===== src/design/questionable_summary_bit_consts.svh =====
// constants for the questionable status group: offsets, bit positions, resets
// assumes a 32-bit apb slave with word-aligned registers
`ifndef QUESTIONABLE_SUMMARY_BIT_CONSTS_SVH
`define QUESTIONABLE_SUMMARY_BIT_CONSTS_SVH
// ==========================================
// register byte offsets
`define QS_OFF_COND 12'h000
`define QS_OFF_RISE 12'h004
`define QS_OFF_FALL 12'h008
`define QS_OFF_EVT 12'h00C
`define QS_OFF_MASK 12'h010
`define QS_OFF_IRQ_STAT 12'h014
`define QS_OFF_IRQ_MASK 12'h018
// ==========================================
// condition bit positions
`define QS_BIT_OTP 4
`define QS_BIT_VL 8
`define QS_BIT_CL 9
`define QS_BIT_SD 11
`define QS_BIT_PL 12
`define QS_BIT_SA 13
`define QS_BIT_IS 14
`define QS_USED_MASK 16'h7B10
// ==========================================
// reset values
`define QS_RST_RISE 16'h7B10
`define QS_RST_FALL 16'h0000
`define QS_RST_MASK 16'h0000
`define QS_RST_IRQ_MASK 2'b00
`endif


===== src/design/questionable_summary_bit_pkg.sv =====
// types for the questionable status group
// assumes the constants header is included by the design files
package questionable_summary_bit_pkg;
    typedef logic [15:0] word16_t;
    typedef enum logic [1:0] {
        BUS_IDLE = 2'b01,
        BUS_ACCESS = 2'b10
    } bus_state_t;
    typedef struct packed {
        logic [15:0] cond_a;
        logic [15:0] cond_b;
        logic [15:0] chain_a;
        logic [15:0] chain_b;
    } sync_state_t;
    typedef struct packed {
        bus_state_t bus;
        word16_t cond;
        word16_t rise;
        word16_t fall;
        word16_t evt;
        word16_t mask;
        logic [1:0] irq_stat;
        logic [1:0] irq_mask;
        logic summary;
        logic irq;
        logic ready;
        logic slverr;
        logic [31:0] rdata;
    } core_state_t;
endpackage


===== src/design/questionable_summary_bit_sync.sv =====
// two-flop synchroniser for the live condition pins
// assumes pins are asynchronous to the core clock
`timescale 1ns/1ps
`include "questionable_summary_bit_consts.svh"
module questionable_summary_bit_sync #(
    parameter int WIDTH = 16
) (
    // clock and reset
    input wire logic i_clk,
    input wire logic i_reset_n,
    // raw and synced condition words
    input wire logic [WIDTH-1:0] i_raw,
    input wire logic [WIDTH-1:0] i_chain,
    output logic [WIDTH-1:0] o_cond,
    output logic [WIDTH-1:0] o_chain
);
    questionable_summary_bit_pkg::sync_state_t s_q;
    questionable_summary_bit_pkg::sync_state_t s_d;
    always_comb begin
        s_d = s_q;
        s_d.cond_a = i_raw;
        s_d.cond_b = s_q.cond_a;
        s_d.chain_a = i_chain;
        s_d.chain_b = s_q.chain_a;
    end
    always_ff @(posedge i_clk) begin
        if (!i_reset_n) begin
            s_q <= '0;
        end else begin
            s_q <= s_d;
        end
    end
    assign o_cond = s_q.cond_b;
    assign o_chain = s_q.chain_b;
endmodule // questionable_summary_bit_sync


===== src/design/questionable_status_group.sv =====
// questionable status group: condition, transition filters, event latch, summary
// assumes an apb master on the core clock; condition pins are asynchronous
// What this block does
// - over-temperature trip drives condition bit 4
// - voltage limit bit 8, current limit bit 9
// - shutdown 11, power limit 12, sense 13
// - bit 14 summarises chained units' trips
// - condition mirrors inputs; read changes nothing
// - per-bit rising and falling filter registers
// - enabled rising edge sets event bit
// - enabled falling edge sets event bit
// - summary high when masked event set
// - event read returns latch then clears
`timescale 1ns/1ps
`include "questionable_summary_bit_consts.svh"
module questionable_status_group (
    // clock and reset
    input wire logic I_CORE_CLK,
    input wire logic I_RESET_N,
    // apb slave
    input wire logic I_PSEL,
    input wire logic I_PENABLE,
    input wire logic I_PWRITE,
    input wire logic [11:0] I_PADDR,
    input wire logic [31:0] I_PWDATA,
    input wire logic [3:0] I_PSTRB,
    output logic O_PREADY,
    output logic O_PSLVERR,
    output logic [31:0] O_PRDATA,
    // monitored conditions
    input wire logic I_OVER_TEMP_TRIP,
    input wire logic I_VOLTAGE_LIMIT_REACHED,
    input wire logic I_CURRENT_LIMIT_REACHED,
    input wire logic I_SHUTDOWN_ALARM,
    input wire logic I_POWER_LIMIT_REACHED,
    input wire logic I_SENSE_ALARM,
    input wire logic [15:0] I_CHAINED_UNIT_STATUS,
    // status outputs
    output logic O_QUESTIONABLE_SUMMARY_BIT,
    output logic O_IRQ
);

    // ==========================================
    // condition assembly and synchronisation
    logic [15:0] raw_cond;
    logic [15:0] sync_cond;
    logic [15:0] sync_chain;
    logic [15:0] live_cond;
    always_comb begin
        raw_cond = 16'h0000;
        raw_cond[`QS_BIT_OTP] = I_OVER_TEMP_TRIP;
        raw_cond[`QS_BIT_VL] = I_VOLTAGE_LIMIT_REACHED;
        raw_cond[`QS_BIT_CL] = I_CURRENT_LIMIT_REACHED;
        raw_cond[`QS_BIT_SD] = I_SHUTDOWN_ALARM;
        raw_cond[`QS_BIT_PL] = I_POWER_LIMIT_REACHED;
        raw_cond[`QS_BIT_SA] = I_SENSE_ALARM;
    end
    questionable_summary_bit_sync #(
        .WIDTH(16)
    ) u_sync (
        .i_clk(I_CORE_CLK),
        .i_reset_n(I_RESET_N),
        .i_raw(raw_cond),
        .i_chain(I_CHAINED_UNIT_STATUS),
        .o_cond(sync_cond),
        .o_chain(sync_chain)
    );
    always_comb begin
        live_cond = sync_cond;
        // any chained unit reporting any used trip raises condition bit 14
        live_cond[`QS_BIT_IS] = |(sync_chain & `QS_USED_MASK);
        live_cond = live_cond & `QS_USED_MASK;
    end

    // ==========================================
    // state
    // one struct holds every register, so reset and update stay together
    questionable_summary_bit_pkg::core_state_t s_q;
    questionable_summary_bit_pkg::core_state_t s_d;
    // assigned positions only; every other bit is forced to zero
    localparam logic [15:0] used_bits = `QS_USED_MASK;

    // ==========================================
    // bus phase decode
    // the answer comes in the first access cycle: no wait states
    // an access only counts once its setup has moved the bus state on
    logic setup;
    logic access;
    logic wr;
    logic rd;
    logic [15:0] wdata;
    always_comb begin
        setup = I_PSEL && !I_PENABLE;
        access = (s_q.bus == questionable_summary_bit_pkg::BUS_ACCESS) && I_PSEL && I_PENABLE;
        wr = access && I_PWRITE;
        rd = access && !I_PWRITE;
        wdata = I_PWDATA[15:0];
    end

    // ==========================================
    // register selects
    // an offset that matches no select gets an error and changes nothing
    logic sel_cond;
    logic sel_rise;
    logic sel_fall;
    logic sel_evt;
    logic sel_mask;
    logic sel_irq_stat;
    logic sel_irq_mask;
    logic sel_none;
    always_comb begin
        sel_cond = (I_PADDR == `QS_OFF_COND);
        sel_rise = (I_PADDR == `QS_OFF_RISE);
        sel_fall = (I_PADDR == `QS_OFF_FALL);
        sel_evt = (I_PADDR == `QS_OFF_EVT);
        sel_mask = (I_PADDR == `QS_OFF_MASK);
        sel_irq_stat = (I_PADDR == `QS_OFF_IRQ_STAT);
        sel_irq_mask = (I_PADDR == `QS_OFF_IRQ_MASK);
        sel_none = !(sel_cond || sel_rise || sel_fall || sel_evt || sel_mask
            || sel_irq_stat || sel_irq_mask);
    end

    // ==========================================
    // write enables
    // 16-bit registers need both low strobes; irq registers only one
    // cond and event have no enable: writes to them are ignored
    logic we_rise;
    logic we_fall;
    logic we_mask;
    logic we_irq_stat;
    logic we_irq_mask;
    always_comb begin
        we_rise = wr && sel_rise && I_PSTRB[0] && I_PSTRB[1];
        we_fall = wr && sel_fall && I_PSTRB[0] && I_PSTRB[1];
        we_mask = wr && sel_mask && I_PSTRB[0] && I_PSTRB[1];
        we_irq_stat = wr && sel_irq_stat && I_PSTRB[0];
        we_irq_mask = wr && sel_irq_mask && I_PSTRB[0];
    end

    // ==========================================
    // per-bit transition filters and event latch
    // cond holds last cycle's word, so each change of a live bit shows
    // on exactly one edge; that edge is its only chance to latch
    wire logic [15:0] rise_hit;
    wire logic [15:0] fall_hit;
    wire logic [15:0] evt_set;
    wire logic [15:0] evt_next;
    logic evt_clear;
    assign evt_clear = rd && sel_evt;
    genvar gi;
    generate
        for (gi = 0; gi < 16; gi++) begin : g_bit
            // the two filters pick which direction of change counts
            assign rise_hit[gi] = !s_q.cond[gi] && live_cond[gi] && s_q.rise[gi];
            assign fall_hit[gi] = s_q.cond[gi] && !live_cond[gi] && s_q.fall[gi];
            // unassigned positions can never latch, whatever the filters hold
            assign evt_set[gi] = (rise_hit[gi] || fall_hit[gi]) && used_bits[gi];
            // a read clears the latch, but an edge in the same cycle survives
            assign evt_next[gi] = evt_set[gi] || (s_q.evt[gi] && !evt_clear);
        end
    endgenerate

    // ==========================================
    // read data
    // taken from the registers in setup, so it stands unchanged at the
    // ready edge even when an event clear lands on that same edge
    logic [31:0] rd_word;
    always_comb begin
        rd_word = 32'h0000_0000;
        case (1'b1)
            sel_cond: begin
                rd_word[15:0] = s_q.cond;
            end
            sel_rise: begin
                rd_word[15:0] = s_q.rise;
            end
            sel_fall: begin
                rd_word[15:0] = s_q.fall;
            end
            sel_evt: begin
                rd_word[15:0] = s_q.evt;
            end
            sel_mask: begin
                rd_word[15:0] = s_q.mask;
            end
            sel_irq_stat: begin
                rd_word[1:0] = s_q.irq_stat;
            end
            sel_irq_mask: begin
                rd_word[1:0] = s_q.irq_mask;
            end
            default: begin
            end
        endcase
    end

    // ==========================================
    // summary and interrupt sources
    // the summary uses the values being loaded, so it changes on the same
    // edge as its event bit; irq bit0 is a new event, bit1 a rising summary
    logic [15:0] mask_next;
    logic summary_next;
    logic [1:0] irq_set;
    always_comb begin
        mask_next = s_q.mask;
        if (we_mask) begin
            mask_next = wdata & used_bits;
        end
        summary_next = |(evt_next & mask_next);
        irq_set = {summary_next & ~s_q.summary, |evt_set};
    end

    // ==========================================
    // interrupt status and mask
    // a new source in the same cycle as a write-one-to-clear wins
    // the mask has no sticky part: a write simply replaces it
    logic [1:0] irq_stat_next;
    logic [1:0] irq_mask_next;
    always_comb begin
        irq_stat_next = s_q.irq_stat | irq_set;
        if (we_irq_stat) begin
            irq_stat_next = (s_q.irq_stat & ~I_PWDATA[1:0]) | irq_set;
        end
        irq_mask_next = s_q.irq_mask;
        if (we_irq_mask) begin
            irq_mask_next = I_PWDATA[1:0];
        end
    end

    // ==========================================
    // next state
    always_comb begin
        s_d = s_q;
        s_d.ready = 1'b0;
        s_d.slverr = 1'b0;
        // ready and the error flag pulse for the one access cycle
        case (s_q.bus)
            questionable_summary_bit_pkg::BUS_IDLE: begin
                if (setup) begin
                    s_d.bus = questionable_summary_bit_pkg::BUS_ACCESS;
                    s_d.ready = 1'b1;
                    s_d.slverr = sel_none;
                    s_d.rdata = rd_word;
                end
            end
            questionable_summary_bit_pkg::BUS_ACCESS: begin
                s_d.bus = questionable_summary_bit_pkg::BUS_IDLE;
            end
            default: begin
                s_d.bus = questionable_summary_bit_pkg::BUS_IDLE;
            end
        endcase
        // condition word tracks the live inputs every cycle
        s_d.cond = live_cond;
        if (we_rise) begin
            s_d.rise = wdata & used_bits;
        end
        if (we_fall) begin
            s_d.fall = wdata & used_bits;
        end
        s_d.mask = mask_next;
        s_d.evt = evt_next;
        s_d.summary = summary_next;
        s_d.irq_stat = irq_stat_next;
        s_d.irq_mask = irq_mask_next;
        s_d.irq = |(irq_stat_next & irq_mask_next);
    end

    // ==========================================
    // registers
    // synchronous reset; every output below comes straight from here
    // cond resets low, so a pin already high at release counts as a rise
    always_ff @(posedge I_CORE_CLK) begin
        if (!I_RESET_N) begin
            s_q.bus <= questionable_summary_bit_pkg::BUS_IDLE;
            s_q.cond <= 16'h0000;
            s_q.rise <= `QS_RST_RISE;
            s_q.fall <= `QS_RST_FALL;
            s_q.evt <= 16'h0000;
            s_q.mask <= `QS_RST_MASK;
            s_q.irq_stat <= 2'b00;
            s_q.irq_mask <= `QS_RST_IRQ_MASK;
            s_q.summary <= 1'b0;
            s_q.irq <= 1'b0;
            s_q.ready <= 1'b0;
            s_q.slverr <= 1'b0;
            s_q.rdata <= 32'h0000_0000;
        end else begin
            s_q <= s_d;
        end
    end

    // ==========================================
    // outputs
    // all straight from flip-flops, no logic after the registers
    assign O_PREADY = s_q.ready;
    assign O_PSLVERR = s_q.slverr;
    assign O_PRDATA = s_q.rdata;
    assign O_QUESTIONABLE_SUMMARY_BIT = s_q.summary;
    assign O_IRQ = s_q.irq;
endmodule // questionable_status_group


===== config.mk =====
export PLATFORM = sky130hd
export DESIGN_NAME = questionable_status_group
export DESIGN_NICKNAME = d
export VERILOG_FILES = /design/src/design/questionable_summary_bit_pkg.sv /design/src/design/questionable_summary_bit_sync.sv /design/src/design/questionable_status_group.sv
export VERILOG_INCLUDE_DIRS = /design/src /design/src/design
export SDC_FILE = /design/constraint.sdc
export NUM_CORES = 1
export LEC_CHECK = 0
export BUFFER_PORTS_ARGS = -buffer_cell sky130_fd_sc_hd__buf_2
export CAP_MARGIN = 20
export CORE_MARGIN = 5
export CORE_UTILIZATION = 50
export CTS_BUF_LIST = sky130_fd_sc_hd__clkbuf_16
export CTS_CLUSTER_SIZE = 8
export DETAILED_ROUTE_END_ITERATION = 6
export GPL_TIMING_DRIVEN = 0
export HOLD_SLACK_MARGIN = 0.03
export PLACE_DENSITY = 0.85
export SETUP_SLACK_MARGIN = 0.05
export SLEW_MARGIN = 10
export SYNTH_ARGS = -nofsm -noshare
export SYNTH_HDL_FRONTEND = slang
export SYNTH_SLANG_ARGS = --single-unit
export TNS_END_PERCENT = 20

===== constraint.sdc =====
create_clock -name I_CORE_CLK -period 2.56 [get_ports I_CORE_CLK]
set_input_delay 0 -clock I_CORE_CLK [delete_from_list [all_inputs] [get_ports I_CORE_CLK]]
set_output_delay 0 -clock I_CORE_CLK [all_outputs]
set_load 0.005 [all_outputs]

==> impl_metrics.toml <==
[run_status]
status = "complete, no violations"

[detailed_routing]
ant_nets = 0
vias = 3899
firstDrtPassIters = 5
drc = 0
viasPerCell = 5.578
drt-total-wl_um = 11650
drt_iter0_drc = 250
wl_per_cell_um = 16.67

[grt]
grt_pass1_vias = 3656
grt-ovfl-total = 0
grt_max_degree = 19
grt_util_all_layers = 0.2240
antenna_found_initial = 0
grt_pass1_wl_um = 18200

[clock_network]
cts_root_buffer = "clkbuf_16"
numCtsBuffers = 9
clockBufferDepth = 2
clock-sinks = 105
htree_levels = 3
cts_tree = "yes"
clk_pin_slew_worst_paths_ns = 0.07
insertion_delay_ns = 0.34

[layout]
area_growth_pct = 23.62
final_area_um2 = 5350
diodes = 0
stdcell_count = 699
drive_above_1_share = 0.2166
nets = 661
final_cell_mix = "105 x dfxtp_1, 64 x buf_2, 40 x nor2_1, 36 x buf_4, 35 x and2_1"
final_common_cell = "dfxtp_1"

[logic_synthesis]
ys.flop_type = "dfxtp_1"
async_flop_share = 0
ys_seq_area_frac = 0.4857
netlist_instances = 474
yosysUniqueCellTypes = 49
syn_area_um2 = 4328
ys_seq_elements = 105
ys_warn_count = 0
synth_edf_count = 0
avgSynthCellArea_um2 = 9.131

[sta]
relSlewSlack = 0.3903
rsz0062_at_grt = "false"
fin_crit_sh = 0.9287
hold_viol = 0
maxSlewViolCount = 0
min_period_ns = 2.377
tns_ns = 0
skew_ns = 0.006530
setup_violations = 0
tightest_slew_ns = 0.9070
fmax_mhz = 420.6

[die]
die_w_um = 103.0
die_area_um2 = 10620
pin_count = 111
core_area_um2 = 8593
start_util = 0.5036
die_h_um = 103.0
rows = 34

[worst_setup_path]
crit_path_end_kind = "register"
crit_required_ns = 2.76
worstPathArrival_ns = 2.58
slowest_stage = "nor4_2"
crit_fanout = 10
r2r_slack_ns = 0.18
slowest_delay_ns = 0.47
critPathKind = "reg -> reg"
worst_setup_path_start_kind = "register"
cp_cell_sequence = "and4b_1 > clkbuf_2 > nand4_1 > buf_4 > o21ai_1 > o22ai_1 > nor4_2 > a21o_1 > a21oi_1"

[pwr]
vdd_ir_drop_max_uv = 470.0
p_switching_mw = 0.7803
p_per_area_nw_per_um2 = 611.8
clkPwrFrac = 0.394
p_leak_nw = 2.282
power.total_mw = 3.273
seqPwrFrac = 0.521
swShare = 0.2384
combinationalPowerShare = 0.085
power.internal_mw = 2.493

[place]
place_inst = 657
placed_cell_area_um2 = 4820
dp_hpwl_um = 8305
gp_congestion = 0.9449
port_buffers = 60

[min_path]
hp-class = "in -> reg"

[job]
maxCapViolations = 0
[worst paths after layout]
| check | startpoint | endpoint | depth (start not counted) |
|---|---|---|---|
| setup reg to reg | s_q[120] | s_q[39] | 9 |
| hold / removal | I_PADDR[10] | O_PSLVERR | 4 |
| hold reg to reg | u_sync.s_d[36] | u_sync.o_cond[4] | 1 |
| setup / recovery | s_q[120] | s_q[39] | 9 |
[cell type report]
type / count / area [um^2]
fill: 738 / 3243
sequential: 105 / 2102
multi-input combinational: 319 / 1909
timing repair buffer: 86 / 553.0
buffer: 61 / 359.1
clock buffer: 9 / 225.2
tap: 108 / 135.1
clock inverter: 7 / 51.30
inverter: 4 / 15.01
[Yosys cell counts (3+ instances only)]
master / n / area (um^2)
nor4_1: 4 / 25.02
a22oi_1: 11 / 82.58
o21ai_1: 11 / 55.05
or3_1: 6 / 37.54
and2_1: 35 / 219.0
a31oi_1: 3 / 18.77
o22ai_1: 11 / 68.82
buf_4: 33 / 247.7
mux2i_1: 10 / 100.1
a211oi_1: 13 / 97.59
a21oi_1: 26 / 130.1
nand3b_1: 14 / 105.1
nand3_1: 18 / 90.09
nor2_1: 40 / 150.1
inv_1: 3 / 11.26
nor3_1: 3 / 15.01
nand2_1: 33 / 123.9
a222oi_1: 6 / 60.06
buf_2: 4 / 20.02
nand4b_1: 6 / 52.55
and3_1: 18 / 112.6
clkbuf_1: 23 / 86.33
nor4_2: 4 / 50.05
dfxtp_1: 105 / 2102
nand4_1: 5 / 31.28
nor2_2: 3 / 18.77
[flip-flops by register name, indices dropped and copies added, names as in the netlist]
signal                      count
O_IRQ                           1
O_PRDATA                       16
O_PREADY                        1
O_PSLVERR                       1
O_QUESTIONABLE_SUMMARY_BIT      1
s_q                            59
u_sync.o_chain                  7
u_sync.o_cond                   6
u_sync.s_d                     13
[critical path, delay by kind of cell, from the launching register on]
family / cells / cell delay (ns)
flops: 1 / 0.32
simple gates: 3 / 0.86
buf+inv: 2 / 0.50
compound gates: 4 / 0.55
[through the flow]
| stage | hold WS (ns) | setup slack [ns] | utilization |
|---|---|---|---|
| after CTS | 0.08446 | 0.1809 | 0.6217 |
| final | 0.08670 | 0.1825 | 0.6226 |
| after global placement | 0.2048 | -0.2157 | 0.5609 |
| after floorplan | 0.1242 | 0.4028 | - |
| after detailed placement | 0.2116 | -0.2677 | 0.5609 |
| after global routing | 0.1305 | 0.07731 | 0.6226 |
[layer usage]
layer	vias to the layer above	global-route usage	share of wire
met5	-	0	0
met1	1818	0.2713	0.40
met4	0	0.08068	0.024
met3	27	0.04668	0.085
li1	1868	-	-
met2	186	0.3917	0.49
[what timing repair did]
action / in CTS / in global routing
pin swaps: 1 / 1
endpoints found under the hold margin: 39 / 0
hold buffers: 23 / 0
gates cloned: 0 / 0
resized for setup: 1 / 0
buffers inserted: 2 / 1
setup endpoints to repair: 4 / 6
[cells by family after synthesis]
kind of cell    Yosys count  synth area share
mux                      11           0.02573
buf+inv                  65           0.08615
compound gates           90            0.1356
flops                   105            0.4857
other cells               1         0.0008665
simple gates            202            0.2660
[power by group through the flow]
stage	clock, mW	sequential [mW]	combinational (mW)
CTS	1.30	1.71	0.276
detailed placement	0	1.74	0.249
finish	1.29	1.71	0.279
global placement	0	1.74	0.244
floorplan	0	1.74	0.158
global route	1.37	1.71	0.311
Note: power is estimated with default switching activity, not from simulation.
